==> src/core/ccio_regs.vh <==
// register map, field positions and reset values of the compare/capture block
`ifndef CCIO_REGS_VH
`define CCIO_REGS_VH

`define NUM_CHANNELS    5
`define COUNTER_WIDTH   16
`define NO_TOGGLE_CHAN  2
`define PHASE_CHAN      2

`define ADDR_IOC_BASE   4'h0
`define ADDR_STS_BASE   4'h8
`define UNMAPPED_READ   8'h00

`define IOC_RESET       8'h88
`define IOC_FIXED_ONES  8'h88
`define STS_RESET       8'hF8
`define STS_FIXED_ONES  8'hF8

`define FUNC_B_LSB      4
`define FUNC_A_LSB      0
`define FUNC_HI         2

`define FLAG_WRAP       2
`define FLAG_B          1
`define FLAG_A          0

`define OUT_NONE        2'h0
`define OUT_ZERO        2'h1
`define OUT_ONE         2'h2
`define OUT_TOGGLE      2'h3
`define CAP_RISE        2'h0
`define CAP_FALL        2'h1

`define COUNTER_MAX     16'hFFFF
`define COUNTER_MIN     16'h0000

`endif

==> src/core/gr_unit.v <==
// compare output and input capture logic for one general register
`timescale 1ns/100ps
`default_nettype none
`include "ccio_regs.vh"

module gr_unit #(
  parameter CNT_W     = `COUNTER_WIDTH,
  parameter TOGGLE_OK = 1
) (
  input  wire             clk_in,
  input  wire             rst_n_in,
  input  wire             standby_in,
  input  wire [2:0]       func_in,
  input  wire [CNT_W-1:0] counter_in,
  input  wire [CNT_W-1:0] gr_in,
  input  wire             pin_in,
  output reg              pin_out,
  output wire             pin_oe_out,
  output wire             event_out,
  output wire             capture_out
);

  wire       capture_mode = func_in[`FUNC_HI];
  wire [1:0] code         = func_in[1:0];

  reg  sync1_q;
  reg  sync2_q;
  reg  last_q;
  reg  eq_q;

  wire rise  = sync2_q & ~last_q;
  wire fall  = ~sync2_q & last_q;
  wire eq    = (counter_in == gr_in);
  wire match = ~capture_mode & eq & ~eq_q;

  reg  edge_hit;

  // both-edge codes 10 and 11 behave the same
  always @* begin
    case (code)
      `CAP_RISE: edge_hit = rise;
      `CAP_FALL: edge_hit = fall;
      default:   edge_hit = rise | fall;
    endcase
  end

  assign capture_out = capture_mode & edge_hit;
  assign event_out   = match | capture_out;
  // pin is only driven while a compare output action is chosen
  assign pin_oe_out  = ~capture_mode & (code != `OUT_NONE);

  // the first stage feeds only the second; edges come from stage two
  always @(posedge clk_in or negedge rst_n_in) begin
    if (!rst_n_in) begin
      sync1_q <= 1'b0;
      sync2_q <= 1'b0;
      last_q  <= 1'b0;
      eq_q    <= 1'b0;
    end else begin
      sync1_q <= pin_in;
      sync2_q <= sync1_q;
      last_q  <= sync2_q;
      // match fires once on entry, not every cycle the count stalls
      eq_q    <= eq;
    end
  end

  always @(posedge clk_in or negedge rst_n_in) begin
    if (!rst_n_in) begin
      pin_out <= 1'b0;
    end else if (standby_in) begin
      pin_out <= 1'b0;
    end else if (match) begin
      case (code)
        `OUT_ZERO:   pin_out <= 1'b0;
        `OUT_ONE:    pin_out <= 1'b1;
        `OUT_TOGGLE: pin_out <= TOGGLE_OK ? ~pin_out : 1'b1;
        default:     pin_out <= pin_out;
      endcase
    end
  end

endmodule
`default_nettype wire

==> src/core/compare_capture_io_status.v <==
// per-channel i/o control and status registers of the five-channel timer
`timescale 1ns/100ps
`default_nettype none
`include "ccio_regs.vh"

module compare_capture_io_status #(
  parameter NUM_CH = `NUM_CHANNELS,
  parameter CNT_W  = `COUNTER_WIDTH
) (
  input  wire                    ref_clk_in,
  input  wire                    rstn_in,
  input  wire                    standby_in,
  input  wire [3:0]              cpu_addr_in,
  input  wire                    cpu_rd_in,
  input  wire                    cpu_wr_in,
  input  wire [7:0]              cpu_wdata_in,
  output reg  [7:0]              cpu_rdata_out,
  input  wire                    phase_count_select_in,
  input  wire [NUM_CH*CNT_W-1:0] channel_counter_in,
  input  wire [NUM_CH*CNT_W-1:0] general_reg_a_in,
  input  wire [NUM_CH*CNT_W-1:0] general_reg_b_in,
  input  wire [NUM_CH*3-1:0]     interrupt_enable_in,
  input  wire [NUM_CH-1:0]       compare_capture_pin_a_in,
  output wire [NUM_CH-1:0]       compare_capture_pin_a_out,
  output wire [NUM_CH-1:0]       compare_capture_pin_a_oe_out,
  input  wire [NUM_CH-1:0]       compare_capture_pin_b_in,
  output wire [NUM_CH-1:0]       compare_capture_pin_b_out,
  output wire [NUM_CH-1:0]       compare_capture_pin_b_oe_out,
  output reg  [NUM_CH-1:0]       capture_a_out,
  output reg  [NUM_CH-1:0]       capture_b_out,
  output reg  [NUM_CH-1:0]       irq_wrap_out,
  output reg  [NUM_CH-1:0]       irq_b_out,
  output reg  [NUM_CH-1:0]       irq_a_out
);

  // reset release through two flops
  reg rst_meta_q;
  reg rst_sync_q;
  wire rst_n = rst_sync_q;

  always @(posedge ref_clk_in or negedge rstn_in) begin
    if (!rstn_in) begin
      rst_meta_q <= 1'b0;
      rst_sync_q <= 1'b0;
    end else begin
      rst_meta_q <= 1'b1;
      rst_sync_q <= rst_meta_q;
    end
  end

  // register storage, indexed by channel
  reg [7:0] io_ctrl_q [0:NUM_CH-1];
  reg [2:0] flag_q    [0:NUM_CH-1];
  reg [2:0] armed_q   [0:NUM_CH-1];

  wire [NUM_CH-1:0] ioc_sel;
  wire [NUM_CH-1:0] sts_sel;
  wire [NUM_CH-1:0] ev_a;
  wire [NUM_CH-1:0] ev_b;
  wire [NUM_CH-1:0] cap_a;
  wire [NUM_CH-1:0] cap_b;
  wire [NUM_CH-1:0] wrap_ev;

  reg [CNT_W-1:0] cnt_prev_q [0:NUM_CH-1];
  reg [NUM_CH-1:0] prev_ok_q;

  genvar ch;
  generate
    for (ch = 0; ch < NUM_CH; ch = ch + 1) begin : g_ch
      // full-width sums, cut to the 4-bit address where they are compared
      localparam [31:0] IOC_ADDR = `ADDR_IOC_BASE + ch;
      localparam [31:0] STS_ADDR = `ADDR_STS_BASE + ch;
      localparam       NO_TGL   = (ch == `NO_TOGGLE_CHAN);
      localparam       PHASE_OK = (ch == `PHASE_CHAN);

      wire [CNT_W-1:0] cnt = channel_counter_in[ch*CNT_W +: CNT_W];
      wire [CNT_W-1:0] general_reg_a = general_reg_a_in[ch*CNT_W +: CNT_W];
      wire [CNT_W-1:0] general_reg_b = general_reg_b_in[ch*CNT_W +: CNT_W];
      wire [2:0]       ien = interrupt_enable_in[ch*3 +: 3];

      wire [2:0] func_b = io_ctrl_q[ch][`FUNC_B_LSB +: 3];
      wire [2:0] func_a = io_ctrl_q[ch][`FUNC_A_LSB +: 3];

      assign ioc_sel[ch] = (cpu_addr_in == IOC_ADDR[3:0]);
      assign sts_sel[ch] = (cpu_addr_in == STS_ADDR[3:0]);

      // down counting is legal only in channel 2 with phase counting on
      wire down_ok = PHASE_OK & phase_count_select_in;
      wire ovf  = (cnt_prev_q[ch] == `COUNTER_MAX) &
                  (cnt == `COUNTER_MIN);
      wire udf  = (cnt_prev_q[ch] == `COUNTER_MIN) &
                  (cnt == `COUNTER_MAX) & down_ok;
      // a software load that jumps across the wrap also counts as one
      assign wrap_ev[ch] = prev_ok_q[ch] & (ovf | udf);

      gr_unit #(
        .CNT_W     (CNT_W),
        .TOGGLE_OK (NO_TGL ? 0 : 1)
      ) u_gr_a (
        .clk_in      (ref_clk_in),
        .rst_n_in    (rst_n),
        .standby_in  (standby_in),
        .func_in     (func_a),
        .counter_in  (cnt),
        .gr_in       (general_reg_a),
        .pin_in      (compare_capture_pin_a_in[ch]),
        .pin_out     (compare_capture_pin_a_out[ch]),
        .pin_oe_out  (compare_capture_pin_a_oe_out[ch]),
        .event_out   (ev_a[ch]),
        .capture_out (cap_a[ch])
      );

      gr_unit #(
        .CNT_W     (CNT_W),
        .TOGGLE_OK (NO_TGL ? 0 : 1)
      ) u_gr_b (
        .clk_in      (ref_clk_in),
        .rst_n_in    (rst_n),
        .standby_in  (standby_in),
        .func_in     (func_b),
        .counter_in  (cnt),
        .gr_in       (general_reg_b),
        .pin_in      (compare_capture_pin_b_in[ch]),
        .pin_out     (compare_capture_pin_b_out[ch]),
        .pin_oe_out  (compare_capture_pin_b_oe_out[ch]),
        .event_out   (ev_b[ch]),
        .capture_out (cap_b[ch])
      );

      wire [2:0] set_ev = {wrap_ev[ch], ev_b[ch], ev_a[ch]};
      wire       st_wr  = cpu_wr_in & sts_sel[ch];
      wire       st_rd  = cpu_rd_in & sts_sel[ch];
      // a flag only clears when it was seen at one before the write
      wire [2:0] clr    = {3{st_wr}} & ~cpu_wdata_in[2:0] &
                          armed_q[ch];

      // i/o control: bits 7 and 3 are fixed, the rest are writable
      always @(posedge ref_clk_in or negedge rst_n) begin
        if (!rst_n) begin
          io_ctrl_q[ch] <= `IOC_RESET;
        end else if (standby_in) begin
          io_ctrl_q[ch] <= `IOC_RESET;
        end else if (cpu_wr_in & ioc_sel[ch]) begin
          io_ctrl_q[ch] <= cpu_wdata_in | `IOC_FIXED_ONES;
        end
      end

      // writes of one leave a flag alone; set beats clear
      always @(posedge ref_clk_in or negedge rst_n) begin
        if (!rst_n) begin
          flag_q[ch] <= 3'h0;
        end else if (standby_in) begin
          flag_q[ch] <= 3'h0;
        end else begin
          flag_q[ch] <= (flag_q[ch] & ~clr) | set_ev;
        end
      end

      // arming follows a read that saw the flag at one; a write to this status register ends it
      always @(posedge ref_clk_in or negedge rst_n) begin
        if (!rst_n) begin
          armed_q[ch] <= 3'h0;
        end else if (standby_in | st_wr) begin
          armed_q[ch] <= 3'h0;
        end else if (st_rd) begin
          armed_q[ch] <= armed_q[ch] | flag_q[ch];
        end
      end

      always @(posedge ref_clk_in or negedge rst_n) begin
        if (!rst_n) begin
          cnt_prev_q[ch] <= `COUNTER_MIN;
          prev_ok_q[ch]  <= 1'b0;
        end else begin
          cnt_prev_q[ch] <= cnt;
          prev_ok_q[ch]  <= 1'b1;
        end
      end

      // request stays up while flag and its enable are both set
      always @(posedge ref_clk_in or negedge rst_n) begin
        if (!rst_n) begin
          irq_wrap_out[ch]  <= 1'b0;
          irq_b_out[ch]     <= 1'b0;
          irq_a_out[ch]     <= 1'b0;
          capture_a_out[ch] <= 1'b0;
          capture_b_out[ch] <= 1'b0;
        end else begin
          irq_wrap_out[ch]  <= flag_q[ch][`FLAG_WRAP] &
                               ien[`FLAG_WRAP];
          irq_b_out[ch]     <= flag_q[ch][`FLAG_B] & ien[`FLAG_B];
          irq_a_out[ch]     <= flag_q[ch][`FLAG_A] & ien[`FLAG_A];
          // load strobe for the general register, one cycle
          capture_a_out[ch] <= cap_a[ch];
          capture_b_out[ch] <= cap_b[ch];
        end
      end
    end
  endgenerate

  // read path: one mux over all channel registers
  reg [7:0] rd_mux;
  integer   i;

  always @* begin
    rd_mux = `UNMAPPED_READ;
    for (i = 0; i < NUM_CH; i = i + 1) begin
      if (ioc_sel[i]) begin
        rd_mux = io_ctrl_q[i] | `IOC_FIXED_ONES;
      end
      if (sts_sel[i]) begin
        rd_mux = {5'h00, flag_q[i]} | `STS_FIXED_ONES;
      end
    end
  end

  // read data held until the next read
  always @(posedge ref_clk_in or negedge rst_n) begin
    if (!rst_n) begin
      cpu_rdata_out <= 8'h00;
    end else if (cpu_rd_in) begin
      cpu_rdata_out <= rd_mux;
    end
  end

endmodule
`default_nettype wire

==> config.mk <==
export PLATFORM = sky130hd
export DESIGN_NAME = compare_capture_io_status
export DESIGN_NICKNAME = d
export VERILOG_FILES = /design/src/core/gr_unit.v /design/src/core/compare_capture_io_status.v
export VERILOG_INCLUDE_DIRS = /design/src /design/src/core
export SDC_FILE = /design/constraint.sdc
export NUM_CORES = 1
export LEC_CHECK = 0
export BUFFER_PORTS_ARGS = -buffer_cell sky130_fd_sc_hd__clkbuf_2
export CORE_MARGIN = 5
export CORE_UTILIZATION = 56
export CTS_CLUSTER_SIZE = 14
export DETAILED_ROUTE_END_ITERATION = 10
export PLACE_DENSITY = 0.88
export RECOVER_POWER = 25
export SLEW_MARGIN = 20
export SYNTH_ARGS = -nofsm -noshare
export SYNTH_HDL_FRONTEND = slang
export SYNTH_SLANG_ARGS = --single-unit
export TNS_END_PERCENT = 100
==> constraint.sdc <==
create_clock -name ref_clk_in -period 10.15 [get_ports ref_clk_in]
set_input_delay 2.03 -clock ref_clk_in [delete_from_list [all_inputs] [get_ports ref_clk_in]]
set_output_delay 2.03 -clock ref_clk_in [all_outputs]
set_load 0.01 [all_outputs]
==> Word level (Yosys, flattened, before mapping) <==
Cells that the tools add are included.
{ "classes": {"n_reduce_logical": 69, "bitwise_logic": 207, "eq_ne": 55, "muxes": 75} }
{ "op_table": {"columns": ["operator", "count"], "rows": [
  ["equality test 16 bit", 10],
  ["AND 1 bit", 102],
  ["equality test 16 bit (second input constant)", 6],
  ["logical NOT 16 bit", 6],
  ["two-way mux 8 bit", 10],
  ["two-way mux 7 bit", 10],
  ["nonzero test 2 bit", 30],
  ["inverter 1 bit", 48],
  ["AND 3 bit", 15],
  ["two-way mux 3 bit", 15],
  ["equality test 2 bit (second input constant)", 20],
  ["nonzero test 4 bit", 8],
  ["OR 3 bit", 10],
  ["OR 1 bit", 26],
  ["one-hot mux 1 bit (2 select lines)", 12],
  ["one-hot mux 1 bit (3 select lines)", 8],
  ["equality test 2 x 1 -> 1 bit (second input constant)", 10],
  ["equality test 4 bit (second input constant)", 5],
  ["logical NOT 2 bit", 10],
  ["two-way mux 1 bit", 20],
  ["AND reduction 2 bit", 10],
  ["inverter 3 bit", 6],
  ["equality test 4 x 2 -> 1 bit (second input constant)", 2],
  ["nonzero test 3 bit", 2],
  ["other kinds (4)", 5]
]} }
{ "totals": {"inputBits": 283, "output_inout_bits": 53, "regBits": 231} }

==> Longest topological paths before layout <==
Gate-level depths: netlist of the first run.
{ "logic_depth": {"word_depth": 11, "depth_mapped": 7} }

==> Hierarchy <==
A second synthesis of the first run with hierarchy kept.
{ "hier_totals": {"hier_cells": 969, "area_unflattened_um2": 10699.0} }
{ "by_module_without_submodules": {"columns": ["module", "n_inst", "cells_each", "seq_area_each_um2", "area_each_um2"], "rows": [
  ["compare_capture_io_status", 1, 541, 4379.2, 6535.0],
  ["gr_unit (g_ch[0].u_gr_a ...)", 8, 43, 125.1, 416.6],
  ["gr_unit (g_ch[2].u_gr_a ...)", 2, 42, 125.1, 415.4]
]} }

==> Worst setup path after synthesis of the first run <==
No wires, ideal clock.
{ "synth_timing": {"path_type": "input port to flip-flop", "start": "input channel_counter_in[27]", "end": "register flag_q[11] (netlist bit)", "slack_ns": 6.793, "required_time_ns": 10.072, "path_buffers": 0, "arrival_time_ns": 3.279, "path_stages": 5, "cell_sequence": "or4_1 > nor3_1 > nand4_1 > or4_1 > a21oi_1"} }
{ "synth_between": {"elab_chain_len": 5} }
{ "synth_rtl": {"columns": ["item", "line_no", "rtl"], "rows": [
  ["start: declaration", "compare_capture_io_status.v:19", "input wire [NUM_CH*CNT_W-1:0] channel_counter_in,"],
  ["logical NOT 16 bit (no source line)", null, null],
  ["AND 1 bit", "compare_capture_io_status.v:89", "wire ovf = (cnt_prev_q[ch] == `COUNTER_MAX) &"],
  ["AND 1 bit", "compare_capture_io_status.v:94", "assign wrap_ev[ch] = prev_ok_q[ch] & (ovf | udf);"],
  ["OR 3 bit", "compare_capture_io_status.v:155", "flag_q[ch] <= (flag_q[ch] & ~clr) | set_ev;"],
  ["two-way mux 3 bit", "compare_capture_io_status.v:152", "end else if (standby_in) begin"],
  ["end signal: indexed assignment", "compare_capture_io_status.v:155", null],
  ["end: declaration", "compare_capture_io_status.v:53", "reg [2:0] flag_q [0:NUM_CH-1];"]
]} }
Every way passes these cells.
A chain may end at the register's enable or synchronous reset.

==> metrics.md, run 1 <==
| Metric | Value |
|---|---|
| Buffers & Inverters on Critical Path | `1` |
| Total track usage | `between 20 and 30%` |
| Via density | `around 5.6` |
| Synth async-reset ratio | `between 90% and 100%` |
| Met2 usage | `45.2%` |
| Yosys warns | `0` |
| Hold Fails Final Rpt | `0` |
| Yosys reg bits | `roughly 230` |
| Fin area | `~14,000 µm²` |
| CTS H-tree lvls | `1` |
| Actual slew at the worst max-slew pin | `3.93 ns` |
| Routed vias | `approximately 9,100` |
| Post-synthesis area per instance | `about 11 µm²` |
| CP cell instances | `clkbuf_1` |
| Worst path arrival time | `between 4 and 5 ns` |
| Worst setup SP type | `flop` |
| Port bufs | `roughly 330` |
| Num CTS Buffers | `24` |
| Mux share of post-synthesis cell area | `3.16%` |
| Cts repair resizes | `0` |
| Inst Count DP | `around 1,600` |
| Reg-to-reg slack, setup | `5.42 ns` |
| Worst vdd rail ir drop | `roughly 0.11 mV` |
| Total setup buffers inserted after CTS | `0` |
| EDFF count, synth | `0` |
| Critical path depth | `1` |
| Wirelength per Cell | `~18 µm` |
| Cell area power density | `about 150 nW/µm²` |
| Most Crowded Layer GR | `met2` |
| Worst min path class | `flop to flop` |
| Max-slew violations | `74` |
| CP top delay family | `buffers and inverters` |
| DP Area | `roughly 13,000 µm²` |
| Worst setup path startpoint | `rst_n` |
| Residual DRC | `0` |
| Die area | `between 20,000 and 25,000 µm²` |
| Row cnt | `51` |
| Antenna violations before repair | `0` |
| Drt first pass iters | `5` |
| HPWL after DPL | `22,600 µm` |
| Post-synthesis share of cell area spent on xor and xnor gates | `between 10% and 20%` |
| Largest family of logic cells by synthesized area | `simple AND/OR/NAND/NOR gates` |
| Core area | `19,500 µm²` |
| Crit end category | `async pin` |
| CTS tree | `done` |
| DRT iter0 DRCs | `606` |
| GR Util met3 | `under 10%` |
| Mapped cell area | `approximately 11,000 µm²` |
| Post-Synth Adder-Cell Area | `under 10%` |
| Max-Cap Viols | `1` |
| Gpl congestion | `~0.90` |
| Fin Hold WS | `approximately 0.35 ns` |
| Main synth FF type | `dfrtp_1` |
| Worst-skew pair later-pin latency | `0.50 ns` |
| Nets | `roughly 1,700` |
| Post-synthesis cell type count | `53` |
| Setup CP Type | `flop to async pin` |
| Vias in the first global route | `~9,500` |
| Wirelength, routed | `roughly 30,000 µm` |
| Minimum clock period after layout | `approximately 4.7 ns` |
| Worst setup path endpoint | `cnt_prev_q[71]` |
| Chip height | `about 150 µm` |
| Hold Crit Depth | `0` |
| Tcrit/Tclk final | `between 40% and 50%` |
| Worst path slowest cell | `clkbuf_1` |
| Simple-Gate Fraction of Synth Area | `between 10% and 20%` |
| Critical Path RT | `a little under 10 ns` |
| Part of the Yosys area used for sequential elements | `50.6%` |
| DRT antenna net count | `0` |
| Worst-case reg-to-reg path depth | `1` |
| Outcome | `finished with violations` |
| DIE WIDTH | `between 150 and 200 µm` |
| Worst Path Max Fanout | `between 70 and 80` |
| Initial core utilization | `about 57%` |
| Setup-failing EPs final | `0` |
| Met1 usage | `a little under a third` |
| Compound-Gate Fraction of Synth Area | `around 7.3%` |
| Clk buf depth | `3` |
| Clk root buf | `clkbuf_16` |
| # IOs | `336` |
| Clk_skew | `about 0.0083 ns` |
| Share of cells above drive strength 1 | `a little under 30%` |
| Hold buffer count at cts | `0` |
| Slew margin rel. | `-162%` |
| Worst path max stage delay | `2.81 ns` |
| Layout area overhead | `24.2%` |
| Inserted Diodes | `0` |
| Failing checks | `capacitance limit, slew limit` |
| # clock sinks | `between 200 and 250` |
| Synth Instances | `1,027` |
| Total grt overflow | `0` |
| First-pass GRT wire length | `46,700 µm` |
| Pwr Total | `0.00213 W` |
| Clock slew at the register clock pins of the worst setup and hold paths | `~0.06 ns` |
| Final Non-Filler Cells | `~1,600` |
| R2r startpoint | `rst_n` |
| Largest net degree at the start of global routing | `between 150 and 200` |
| RSZ-0062 raised after global routing | `no` |
| Reg2Reg Capture Point | `cnt_prev_q[71]` |
| Fmax | `211 MHz` |
| Leakage | `~6.4 nW` |
| Hold Path Origin | `g_ch[0].u_gr_b.sync1_q` |
| TNS Setup | `0 ns` |
report_power, final:
part	internal [W]	switching [W]	total (W)
registers	0.000925	0.0000164	0.000941
logic	0.000106	0.000125	0.000231
clock network	0.000603	0.000357	0.000960
total	0.00163	0.000498	0.00213
layout by cell type (no fill, tap or decap), types with 35 or more instances in the layout:
| master | synthesis | final |
|---|---|---|
| clkbuf_2 | 0 | 333 |
| dfrtp_1 | 225 | 225 |
| xnor2_1 | 160 | 160 |
| nor2_1 | 68 | 68 |
| nand4_1 | 64 | 64 |
| ha_1 | 52 | 52 |
| nand2_1 | 51 | 51 |
| a21oi_1 | 49 | 49 |
| inv_1 | 44 | 44 |
| nand3_1 | 35 | 35 |
Yosys cell counts (all sizes together), types with 6 or more instances:
master,n,area [µm²]
nand2,51,191
nor2,69,262
o21ai,9,45.0
nand2b,13,81.3
a22o,7,61.3
nand3,35,175
mux2i,25,250
ha,52,651
nor4,29,231
buf,29,195
nand4,65,422
inv,44,165
nor2b,10,62.6
a31oi,23,144
and2,15,93.8
xnor2,160,1400
clkbuf,16,60.1
and3,6,37.5
a21oi,49,245
a311oi,10,87.6
dfrtp,225,5630
or4,10,75.1
or2,9,56.3
nor3,19,95.1
cell type report:
type	instances	area [µm²]
timing repair buffer	337	1710
multi-input combinational	713	5070
sequential	225	5630
inverter	45	169
clock inverter	12	179
fill	1532	5710
clock buffer	32	722
tap	265	332
through the flow:
step / setup slack (ns) / utilization, %
after global routing: 4.23 / 70.8
final: 5.42 / 70.8
after global placement: 6.10 / 66.1
after detailed placement: 6.05 / 66.1
after floorplan: 3.42 / -
after CTS: 6.46 / 70.7
logic make-up (layout without fill, tap and decap cells):
group / count (synthesis) / in the layout
AND/OR/NAND/NOR: 339 / 339
flip-flops: 225 / 225
XOR/XNOR: 160 / 160
AO/OA/AOI/OAI: 128 / 128
buffers and inverters: 90 / 426
adder cells (fa/ha/maj): 52 / 52
multiplexers: 32 / 32
other: 1 / 2
routing by layer:
layer  vias up  part of all wire [%]
met4         0                   3.6
met5         -                     0
met3        92                   6.7
met1      4427                    38
met2       367                    51
li1       4218                     -
worst min-delay path by stage:
stage | endpoint | slack [ns]
floorplan | g_ch[0].u_gr_a.sync2_q | 0.33
global placement | capture_a_out[1] | 0.25
detailed placement | cnt_prev_q[20] | 0.26
CTS | capture_a_out[3] | 0.26
global route | g_ch[1].u_gr_b.sync2_q | 0.35
finish | g_ch[0].u_gr_b.sync2_q | 0.35
flip-flops by register name (all words and copies together) (netlist names), 7 cells and up:
| name | cells |
|---|---|
| cnt_prev_q | 80 |
| armed_q | 15 |
| flag_q | 15 |
| g_ch.func_a | 15 |
| g_ch.func_b | 15 |
| cpu_rdata_out | 7 |
Power figures use the tool's default switching activity.
==> inputs of run 2 (changes only) <==
- CORE_UTILIZATION: 56 -> 47
- PLACE_DENSITY: 0.88 -> 0.79
- clock period: 10.15 -> 4.2 ns (I/O delays scaled with it)
==> run 2 against run 1 <==
Compared with the run above:
- the run now ends clean
- setup slack got worse by 3.7 ns
- sequential power rose by 140%
- hold slack worse by 0.25 ns
- routed wire length increased by 1.5%
- global-route usage decreased by 3.6 points
- combinational power rose by 140%
- count of clock-buffer cells in the layout grew 7
- flip-flop and latch count did not move
- first-iteration DRC count shrank 3.5%
- critical path depth rose by 3
- clock skew increased by 0.0038 ns
- clock power grew 100%
- critical path type is now flop to primary output
- largest cell class unchanged
- largest power group is now registers
- highest routed layer unchanged
==> metrics.md, run 2 (synthesis gave the netlist of run 1 again) <==
| Metric | Value |
|---|---|
| Outcome | `finished, final reports clean (was finished with violations)` |
| Clock slew at the register clock pins of the worst setup and hold paths | `0.06 ns (about the same)` |
| Multi-input logic area | `5070 µm² (unchanged)` |
| # IOs | `336 (unchanged)` |
| Drt first pass iters | `5 (unchanged)` |
| Largest net degree at the start of global routing | `94 (was 196)` |
| Buffers & Inverters on Critical Path | `2 (was 1)` |
| Int Pwr | `0.00361 W (was 0.00163 W)` |
| Total grt overflow | `0 (unchanged)` |
| CTS H-tree lvls | `1 (unchanged)` |
| Inserted Diodes | `0 (unchanged)` |
| Actual slew at the worst max-slew pin | `0.794 ns (was 3.93 ns)` |
| Max-slew violations | `0 (was 74)` |
| Setup-failing EPs final | `0 (unchanged)` |
| Critical Path RT | `3.36 ns (was 9.85 ns)` |
| Fmax | `approximately 400 MHz` |
| Initial core utilization | `47.5% (was 57.0%)` |
| Combinational Power Share | `11.5% (was 10.8%)` |
| Antenna violations before repair | `0 (unchanged)` |
| Layout area overhead | `22.4% (was 24.2%)` |
| TNS Setup | `0 ns (unchanged)` |
| Wirelength, routed | `30,000 µm (was 29,500 µm)` |
| Port bufs | `333 (unchanged)` |
| Worst Path Max Fanout | `5 (was 74)` |
| Worst setup SP type | `flop (unchanged)` |
| Final Non-Filler Cells | `1,682 (was 1,629)` |
| Largest Register | `cnt_prev_q (unchanged)` |
| Residual DRC | `0 (unchanged)` |
| Clk buf depth | `3 (unchanged)` |
| DRT iter0 DRCs | `585 (was 606)` |
| Post-layout util | `58.2% (was 70.8%)` |
| Die area | `26,800 µm² (was 22,800 µm²)` |
| Clk_skew | `0.0121 ns (was 0.00829 ns)` |
| Crit end category | `primary output (was async pin)` |
| Leakage | `6.09 nW (was 6.42 nW)` |
| Worst vdd rail ir drop | `0.232 mV (was 0.105 mV)` |
| Clock share of power | `40.7% (was 45.0%)` |
| Switching power of the nets | `0.00115 W (was 0.000498 W)` |
| Hold Fails Final Rpt | `0 (unchanged)` |
| Commonest cells after routing, fill and taps aside | `clkbuf_2 (250), dfrtp_1 (224), xnor2_1 (160), clkbuf_1 (95), nor2_1 (68) (was clkbuf_2 (333), dfrtp_1 (225), xnor2_1 (160), nor2_1 (68), nand4_1 (64))` |
| Reg power frac | `47.8% (was 44.1%)` |
| CP cell instances | `inv_1 > ha_1 > nor2_1 > clkbuf_2 (was clkbuf_1)` |
| Cell area power density | `350 nW/µm² (was 154 nW/µm²)` |
| CTS tree | `done (unchanged)` |
| Minimum clock period after layout | `around 2.5 ns` |
| Clk root buf | `clkbuf_16 (unchanged)` |
| Max-Cap Viols | `0 (was 1)` |
| Worst path max stage delay | `0.45 ns (was 2.81 ns)` |
| # clock sinks | `225 (unchanged)` |
| Inst Count DP | `1,640 (was 1,584)` |
| Total track usage | `21.9% (was 25.5%)` |
| DIE WIDTH | `164 µm (was 151 µm)` |
| Core area | `23,400 µm² (was 19,500 µm²)` |
| Nets | `1,683 (was 1,681)` |
| Pre-CTS setup slack | `1.58 ns (was 6.05 ns)` |
| Commonest non-fill, non-tap cell in the layout | `clkbuf_2 (unchanged)` |
| First-pass GRT wire length | `47,600 µm (was 46,700 µm)` |
| Chip height | `164 µm (was 151 µm)` |
| Total setup buffers inserted after CTS | `0 (unchanged)` |
| Num CTS Buffers | `25 (was 24)` |
| Share of cells above drive strength 1 | `22.5% (was 29.3%)` |
| Slew margin rel. | `46.6% (was -162%)` |
| CP top delay family | `flip-flops (was buffers and inverters)` |
| Fillcell total | `2,084 (was 1,532)` |
| Register area | `5630 µm² (about the same)` |
| Tcrit/Tclk final | `slightly below 60%` |
| Cts repair resizes | `0 (unchanged)` |
| Setup CP Type | `flop to primary output (was flop to async pin)` |
| Hold buffer count at cts | `0 (unchanged)` |
| RSZ-0062 raised after global routing | `no (unchanged)` |
| HPWL after DPL | `23,300 µm (was 22,600 µm)` |
| Worst path slowest cell | `dfrtp_1 (was clkbuf_1)` |
| Row cnt | `56 (was 51)` |
| Gpl congestion | `0.878 (was 0.896)` |
| Worst-skew pair later-pin latency | `0.52 ns (was 0.50 ns)` |
| Routed vias | `8,949 (was 9,104)` |
| Via density | `5.32 (was 5.59)` |
| Sw Ratio | `24.2% (was 23.4%)` |
| Largest register FFs | `80 (unchanged)` |
| Final worst setup slack | `1.70 ns (was 5.42 ns)` |
| DRT antenna net count | `0 (unchanged)` |
| Worst min path class | `primary input to async pin (was flop to flop)` |
| Vias in the first global route | `9,326 (was 9,512)` |
| Worst path arrival time | `1.66 ns (was 4.43 ns)` |
| Wirelength per Cell | `17.8 µm (was 18.1 µm)` |
-- run 2: cell types whose count changed in the layout (fill, tap and decap cells not counted) --
cell	before	now
and2_0	0	7
clkinvlp_4	3	0
and2_1	15	8
clkbuf_8	7	2
clkbuf_2	333	250
clkbuf_1	1	95
dfrtp_1	225	224
dfrtp_4	0	1
buf_12	0	2
buf_16	1	0
buf_4	2	3
bufinv_16	4	0
clkinv_4	3	1
-- run 2: power groups by stage --
stage	Clock [W]	Sequential, W	Combinational, W
finish	0.00194	0.00228	0.000546
CTS	0.00199	0.00228	0.000563
floorplan	0	0.00233	0.000257
global route	0.00208	0.00229	0.000604
detailed placement	0	0.00232	0.000558
global placement	0	0.00232	0.000542
-- run 2: metal layers --
metal  vias up  routed length (µm)  part of all wire (%)  global-route usage, %
met1      4339               11800                    39                   27.9
met3        58                1980                   6.6                   3.19
met4         0                 868                   2.9                   6.90
met5         -                   0                     0                      0
li1       4227                   -                     -                      -
met2       325               15300                    51                   38.7
-- run 2: final timing paths --
| path | start | to | slack (ns) | depth (start not counted) |
|---|---|---|---|---|
| max | g_ch[3].func_b[0] | compare_capture_pin_b_oe_out[3] | 1.70 | 4 |
| min | rstn_in | rst_n | 0.10 | 1 |
| max reg2reg | cnt_prev_q[45] | flag_q[8] | 2.39 | 5 |
| min reg2reg | g_ch[3].u_gr_b.sync1_q | g_ch[3].u_gr_b.sync2_q | 0.34 | 0 |
| max in group asynchronous | rst_n | cnt_prev_q[0] | 2.95 | 1 |
| min in group ref_clk_in | g_ch[3].u_gr_b.sync1_q | g_ch[3].u_gr_b.sync2_q | 0.34 | 0 |
-- run 2: area by class of cell --
class	count	area share, %
well taps	319	2.93
inverters	45	1.24
flip-flops and latches	225	41.4
repair buffers	338	11.9
clock inverters	3	0.138
multi-input cells	713	37.3
clock buffers	39	5.13
-- run 2: metrics by stage --
step / total power, W / hold WS [ns] / instance area [µm²]
final: 0.00476 / 0.102 / 13600
after global routing: 0.00498 / 0.0989 / 13600
after CTS: 0.00483 / 0.0895 / 13700
after detailed placement: 0.00288 / 0.336 / 13000
after global placement: 0.00286 / 0.335 / 13000
after floorplan: 0.00259 / 0.331 / 11100
==> inputs of run 3 (changes only) <==
- ABC_AREA: unset -> 1
- CORE_UTILIZATION: 47 -> 53
- PLACE_DENSITY: 0.79 -> 0.83
- clock period: 4.2 -> 2.6 ns (I/O delays scaled with it)
==> run 3 against run 2 <==
Compared with the run above:
- routed wire length up 6.6%
- critical path depth unchanged
- flip-flop and latch count unchanged
- sequential share of layout area down 2.0 points
- total power up 87%
- first-iteration DRC count down 4.8%
- count of clock-buffer cells in the layout down 7
- die area down 7.1%
- register-to-register slack worse by 1.4 ns
- setup slack worse by 1.3 ns
- critical endpoint is now compare_capture_pin_a_oe_out[3]
==> metrics.md, run 3 <==
| Metric | Value |
|---|---|
| Synth top area cells | `dfrtp_1 (49%), xor2_1 (8.6%), nand2_1 (8.4%), nor2_1 (6.2%), ha_1 (5.6%) (was dfrtp_1 (51%), xnor2_1 (13%), ha_1 (5.8%), nand4_1 (3.6%), nor2_1 (2.3%))` |
| Multi-input logic area | `5190 µm² (was 5070 µm²)` |
| Largest net degree at the start of global routing | `81 (was 94)` |
| DRT antenna net count | `0 (unchanged)` |
| Worst vdd rail ir drop | `0.423 mV (was 0.232 mV)` |
| Crit end category | `primary output (unchanged)` |
| Via density | `5.12 (was 5.32)` |
| Layout area overhead | `23.5% (was 22.4%)` |
| Fmax | `463 MHz` |
| Reg2Reg Capture Point | `flag_q[12] (was flag_q[8])` |
| Mapped cell area | `11,600 µm² (was 11,100 µm²)` |
| Setup-failing EPs final | `0 (unchanged)` |
| TNS Setup | `0 ns (unchanged)` |
| Area fraction of the dominant cell type after synthesis | `48.6% (was 50.6%)` |
| Clk root buf | `clkbuf_16 (unchanged)` |
| Residual DRC | `0 (unchanged)` |
| Row cnt | `54 (was 56)` |
| Total grt overflow | `0 (unchanged)` |
| Largest Register | `cnt_prev_q (unchanged)` |
| Commonest cells after routing, fill and taps aside | `nand2_1 (259), clkbuf_2 (251), dfrtp_1 (225), nor2_1 (193), inv_1 (139) (was clkbuf_2 (250), dfrtp_1 (224), xnor2_1 (160), clkbuf_1 (95), nor2_1 (68))` |
| Inserted Diodes | `0 (unchanged)` |
| R2r startpoint | `g_ch[0].func_a[0] (was cnt_prev_q[45])` |
| Drt first pass iters | `7 (was 5)` |
| Largest register FFs | `80 (unchanged)` |
| Worst setup SP type | `flop (unchanged)` |
| Post-synthesis area per instance | `8.72 µm² (was 10.8 µm²)` |
| Minimum clock period after layout | `between 2 and 2.5 ns` |
| Routed vias | `10,100 (was 8,949)` |
| Slew margin rel. | `13.7% (was 46.6%)` |
| Outcome | `finished, final reports clean (unchanged)` |
| Worst path arrival time | `1.64 ns (was 1.66 ns)` |
| RSZ-0062 raised after global routing | `no (unchanged)` |
| Setup CP Type | `flop to primary output (unchanged)` |
| CTS tree | `done (unchanged)` |
| Total track usage | `25.3% (was 21.9%)` |
| DRT iter0 DRCs | `557 (was 585)` |
| Cts repair resizes | `0 (unchanged)` |
| Commonest non-fill, non-tap cell in the layout | `nand2_1 (was clkbuf_2)` |
| Register area | `5630 µm² (about the same)` |
| # IOs | `336 (unchanged)` |
| Leakage | `7.31 nW (was 6.09 nW)` |
| Num CTS Buffers | `24 (was 25)` |
| Wirelength per Cell | `16.3 µm (was 17.8 µm)` |
| HPWL after DPL | `25,200 µm (was 23,300 µm)` |
| Cell area power density | `623 nW/µm² (was 350 nW/µm²)` |
| Max-Cap Viols | `0 (unchanged)` |
| Worst min path class | `primary input to flop (was primary input to async pin)` |
| Chip height | `158 µm (was 164 µm)` |
| Max-slew violations | `0 (unchanged)` |
| Port bufs | `333 (unchanged)` |
| DIE WIDTH | `158 µm (was 164 µm)` |
| Antenna violations before repair | `0 (unchanged)` |
| Clk buf depth | `3 (unchanged)` |
| Worst setup path startpoint | `g_ch[3].func_a[1] (was g_ch[3].func_b[0])` |
| Tcrit/Tclk final | `between 80% and 90%` |
| EDFF count, synth | `0 (unchanged)` |
| Worst Path Max Fanout | `4 (was 5)` |
| Core area | `21,700 µm² (was 23,400 µm²)` |
| Post-layout util | `66.0% (was 58.2%)` |
| Top post-synthesis cells by count | `nand2_1 (259), dfrtp_1 (225), nor2_1 (193), inv_1 (139), xor2_1 (114) (was dfrtp_1 (225), xnor2_1 (160), nor2_1 (68), nand4_1 (64), ha_1 (52))` |
| Actual slew at the worst max-slew pin | `1.29 ns (was 0.794 ns)` |
| Clk_skew | `0.0101 ns (was 0.0121 ns)` |
| Total setup buffers inserted after CTS | `0 (unchanged)` |
| Worst setup path endpoint | `compare_capture_pin_a_oe_out[3] (was compare_capture_pin_b_oe_out[3])` |
| Synth Instances | `1,329 (was 1,027)` |
| Top cell type by total area after synthesis | `dfrtp_1 (unchanged)` |
| Post-synthesis cell type count | `36 (was 53)` |
| Vias in the first global route | `10,200 (was 9,326)` |
| Hold Fails Final Rpt | `0 (unchanged)` |
| Pre-CTS setup slack | `0.662 ns (was 1.58 ns)` |
| Synth async-reset ratio | `100% (unchanged)` |
| Worst-skew pair later-pin latency | `0.52 ns (about the same)` |
| CTS H-tree lvls | `1 (unchanged)` |
| Yosys reg bits | `225 (unchanged)` |
| Final worst setup slack | `0.440 ns (was 1.70 ns)` |
| # clock sinks | `225 (unchanged)` |
| Reg-to-reg slack, setup | `1.01 ns (was 2.39 ns)` |
| Wirelength, routed | `31,900 µm (was 30,000 µm)` |
| Critical Path RT | `2.08 ns (was 3.36 ns)` |
| Nets | `1,999 (was 1,683)` |
| Fillcell total | `1,762 (was 2,084)` |
| Gpl congestion | `0.948 (was 0.878)` |
| Part of the Yosys area used for sequential elements | `48.6% (was 50.6%)` |
| Initial core utilization | `53.4% (was 47.5%)` |
| Share of cells above drive strength 1 | `19.6% (was 22.5%)` |
| Most numerous cell in the Yosys netlist | `nand2_1 (was dfrtp_1)` |
| Worst-case reg-to-reg path depth | `6 (was 5)` |
| First-pass GRT wire length | `50,100 µm (was 47,600 µm)` |
| Die area | `24,900 µm² (was 26,800 µm²)` |
| Clock slew at the register clock pins of the worst setup and hold paths | `0.06 ns (about the same)` |
| Yosys warns | `0 (unchanged)` |
| Main synth FF type | `dfrtp_1 (unchanged)` |
## run 3: changes by cell type in the layout (fill, tap and decap cells not counted), moves of 25 or more
| cell | previous run | this run |
|---|---|---|
| xnor2_1 | 160 | 29 |
| o21ai_0 | 2 | 27 |
| nor2_1 | 68 | 193 |
| mux2i_1 | 25 | 0 |
| nand4_1 | 64 | 37 |
| nand2_1 | 51 | 259 |
| xor2_1 | 0 | 114 |
| inv_1 | 44 | 139 |
## run 3: critical path, cell delays in order (launching register included)
cell and delay (ns):
dfrtp_1 0.44, inv_1 0.11, ha_1 0.23, nor2_1 0.18, clkbuf_2 0.17
## run 3: logic make-up (layout without fill, tap and decap cells)
kind of cell	after synthesis	in the layout	share of synthesized area (%)
flip-flops	225	225	48.6
XOR/XNOR	143	143	10.8
buffers and inverters	183	534	6.71
AO/OA/AOI/OAI	118	118	5.55
other	1	2	0.0323
AND/OR/NAND/NOR	604	604	22.4
adder cells (fa/ha/maj)	52	52	5.61
multiplexers	3	3	0.291
## run 3: where the power goes
part           total, W  switching (W)  leakage [nW]  internal, W
registers       0.00383       0.000143          2.83      0.00368
clock network   0.00388        0.00139         0.443      0.00249
logic           0.00122       0.000730          4.03     0.000487
total           0.00892        0.00226          7.31      0.00666
## run 3: through the flow
stage	hold slack, ns	cells	power, W	instance area (µm²)
floorplan	0.224	1330	0.00455	11600
global placement	0.269	1917	0.00507	13500
detailed placement	0.279	1917	0.00512	13500
CTS	0.0899	1961	0.00901	14400
global route	0.0943	1961	0.00930	14300
finish	0.107	1961	0.00892	14300
## run 3: worst min-delay path by stage
stage / cells past startpoint / endpoint / start / slack, ns
floorplan: 0 / rst_meta_q / rstn_in / 0.22
global placement: 0 / cnt_prev_q[71] / rst_n / 0.27
CTS: 1 / g_ch[4].u_gr_b.sync1_q / compare_capture_pin_b_in[4] / 0.09
detailed placement: 0 / cnt_prev_q[73] / rst_n / 0.28
global route: 1 / g_ch[4].u_gr_b.sync1_q / compare_capture_pin_b_in[4] / 0.09
finish: 1 / g_ch[0].u_gr_a.sync1_q / compare_capture_pin_a_in[0] / 0.11
## run 3: timing repair
item                                    CTS  global route
endpoints found under the hold margin     2             0
hold buffers                              1             0
endpoints found under the setup margin    0             0
## run 3: area by class of cell
class | count | share of cell area (%)
sequential | 225 | 39.3
multi-input combinational | 922 | 36.2
timing repair buffer | 341 | 11.6
clock buffer | 32 | 4.90
inverter | 150 | 3.93
tap | 280 | 2.45
clock inverter | 11 | 1.50
## run 3: layer usage
metal | wire (µm) | vias up | global-route usage [%]
met5 | 0 | - | 0
met4 | 1240 | 0 | 8.93
met3 | 2340 | 83 | 4.65
met2 | 16200 | 379 | 44.3
met1 | 12100 | 4707 | 31.5
li1 | - | 4881 | -
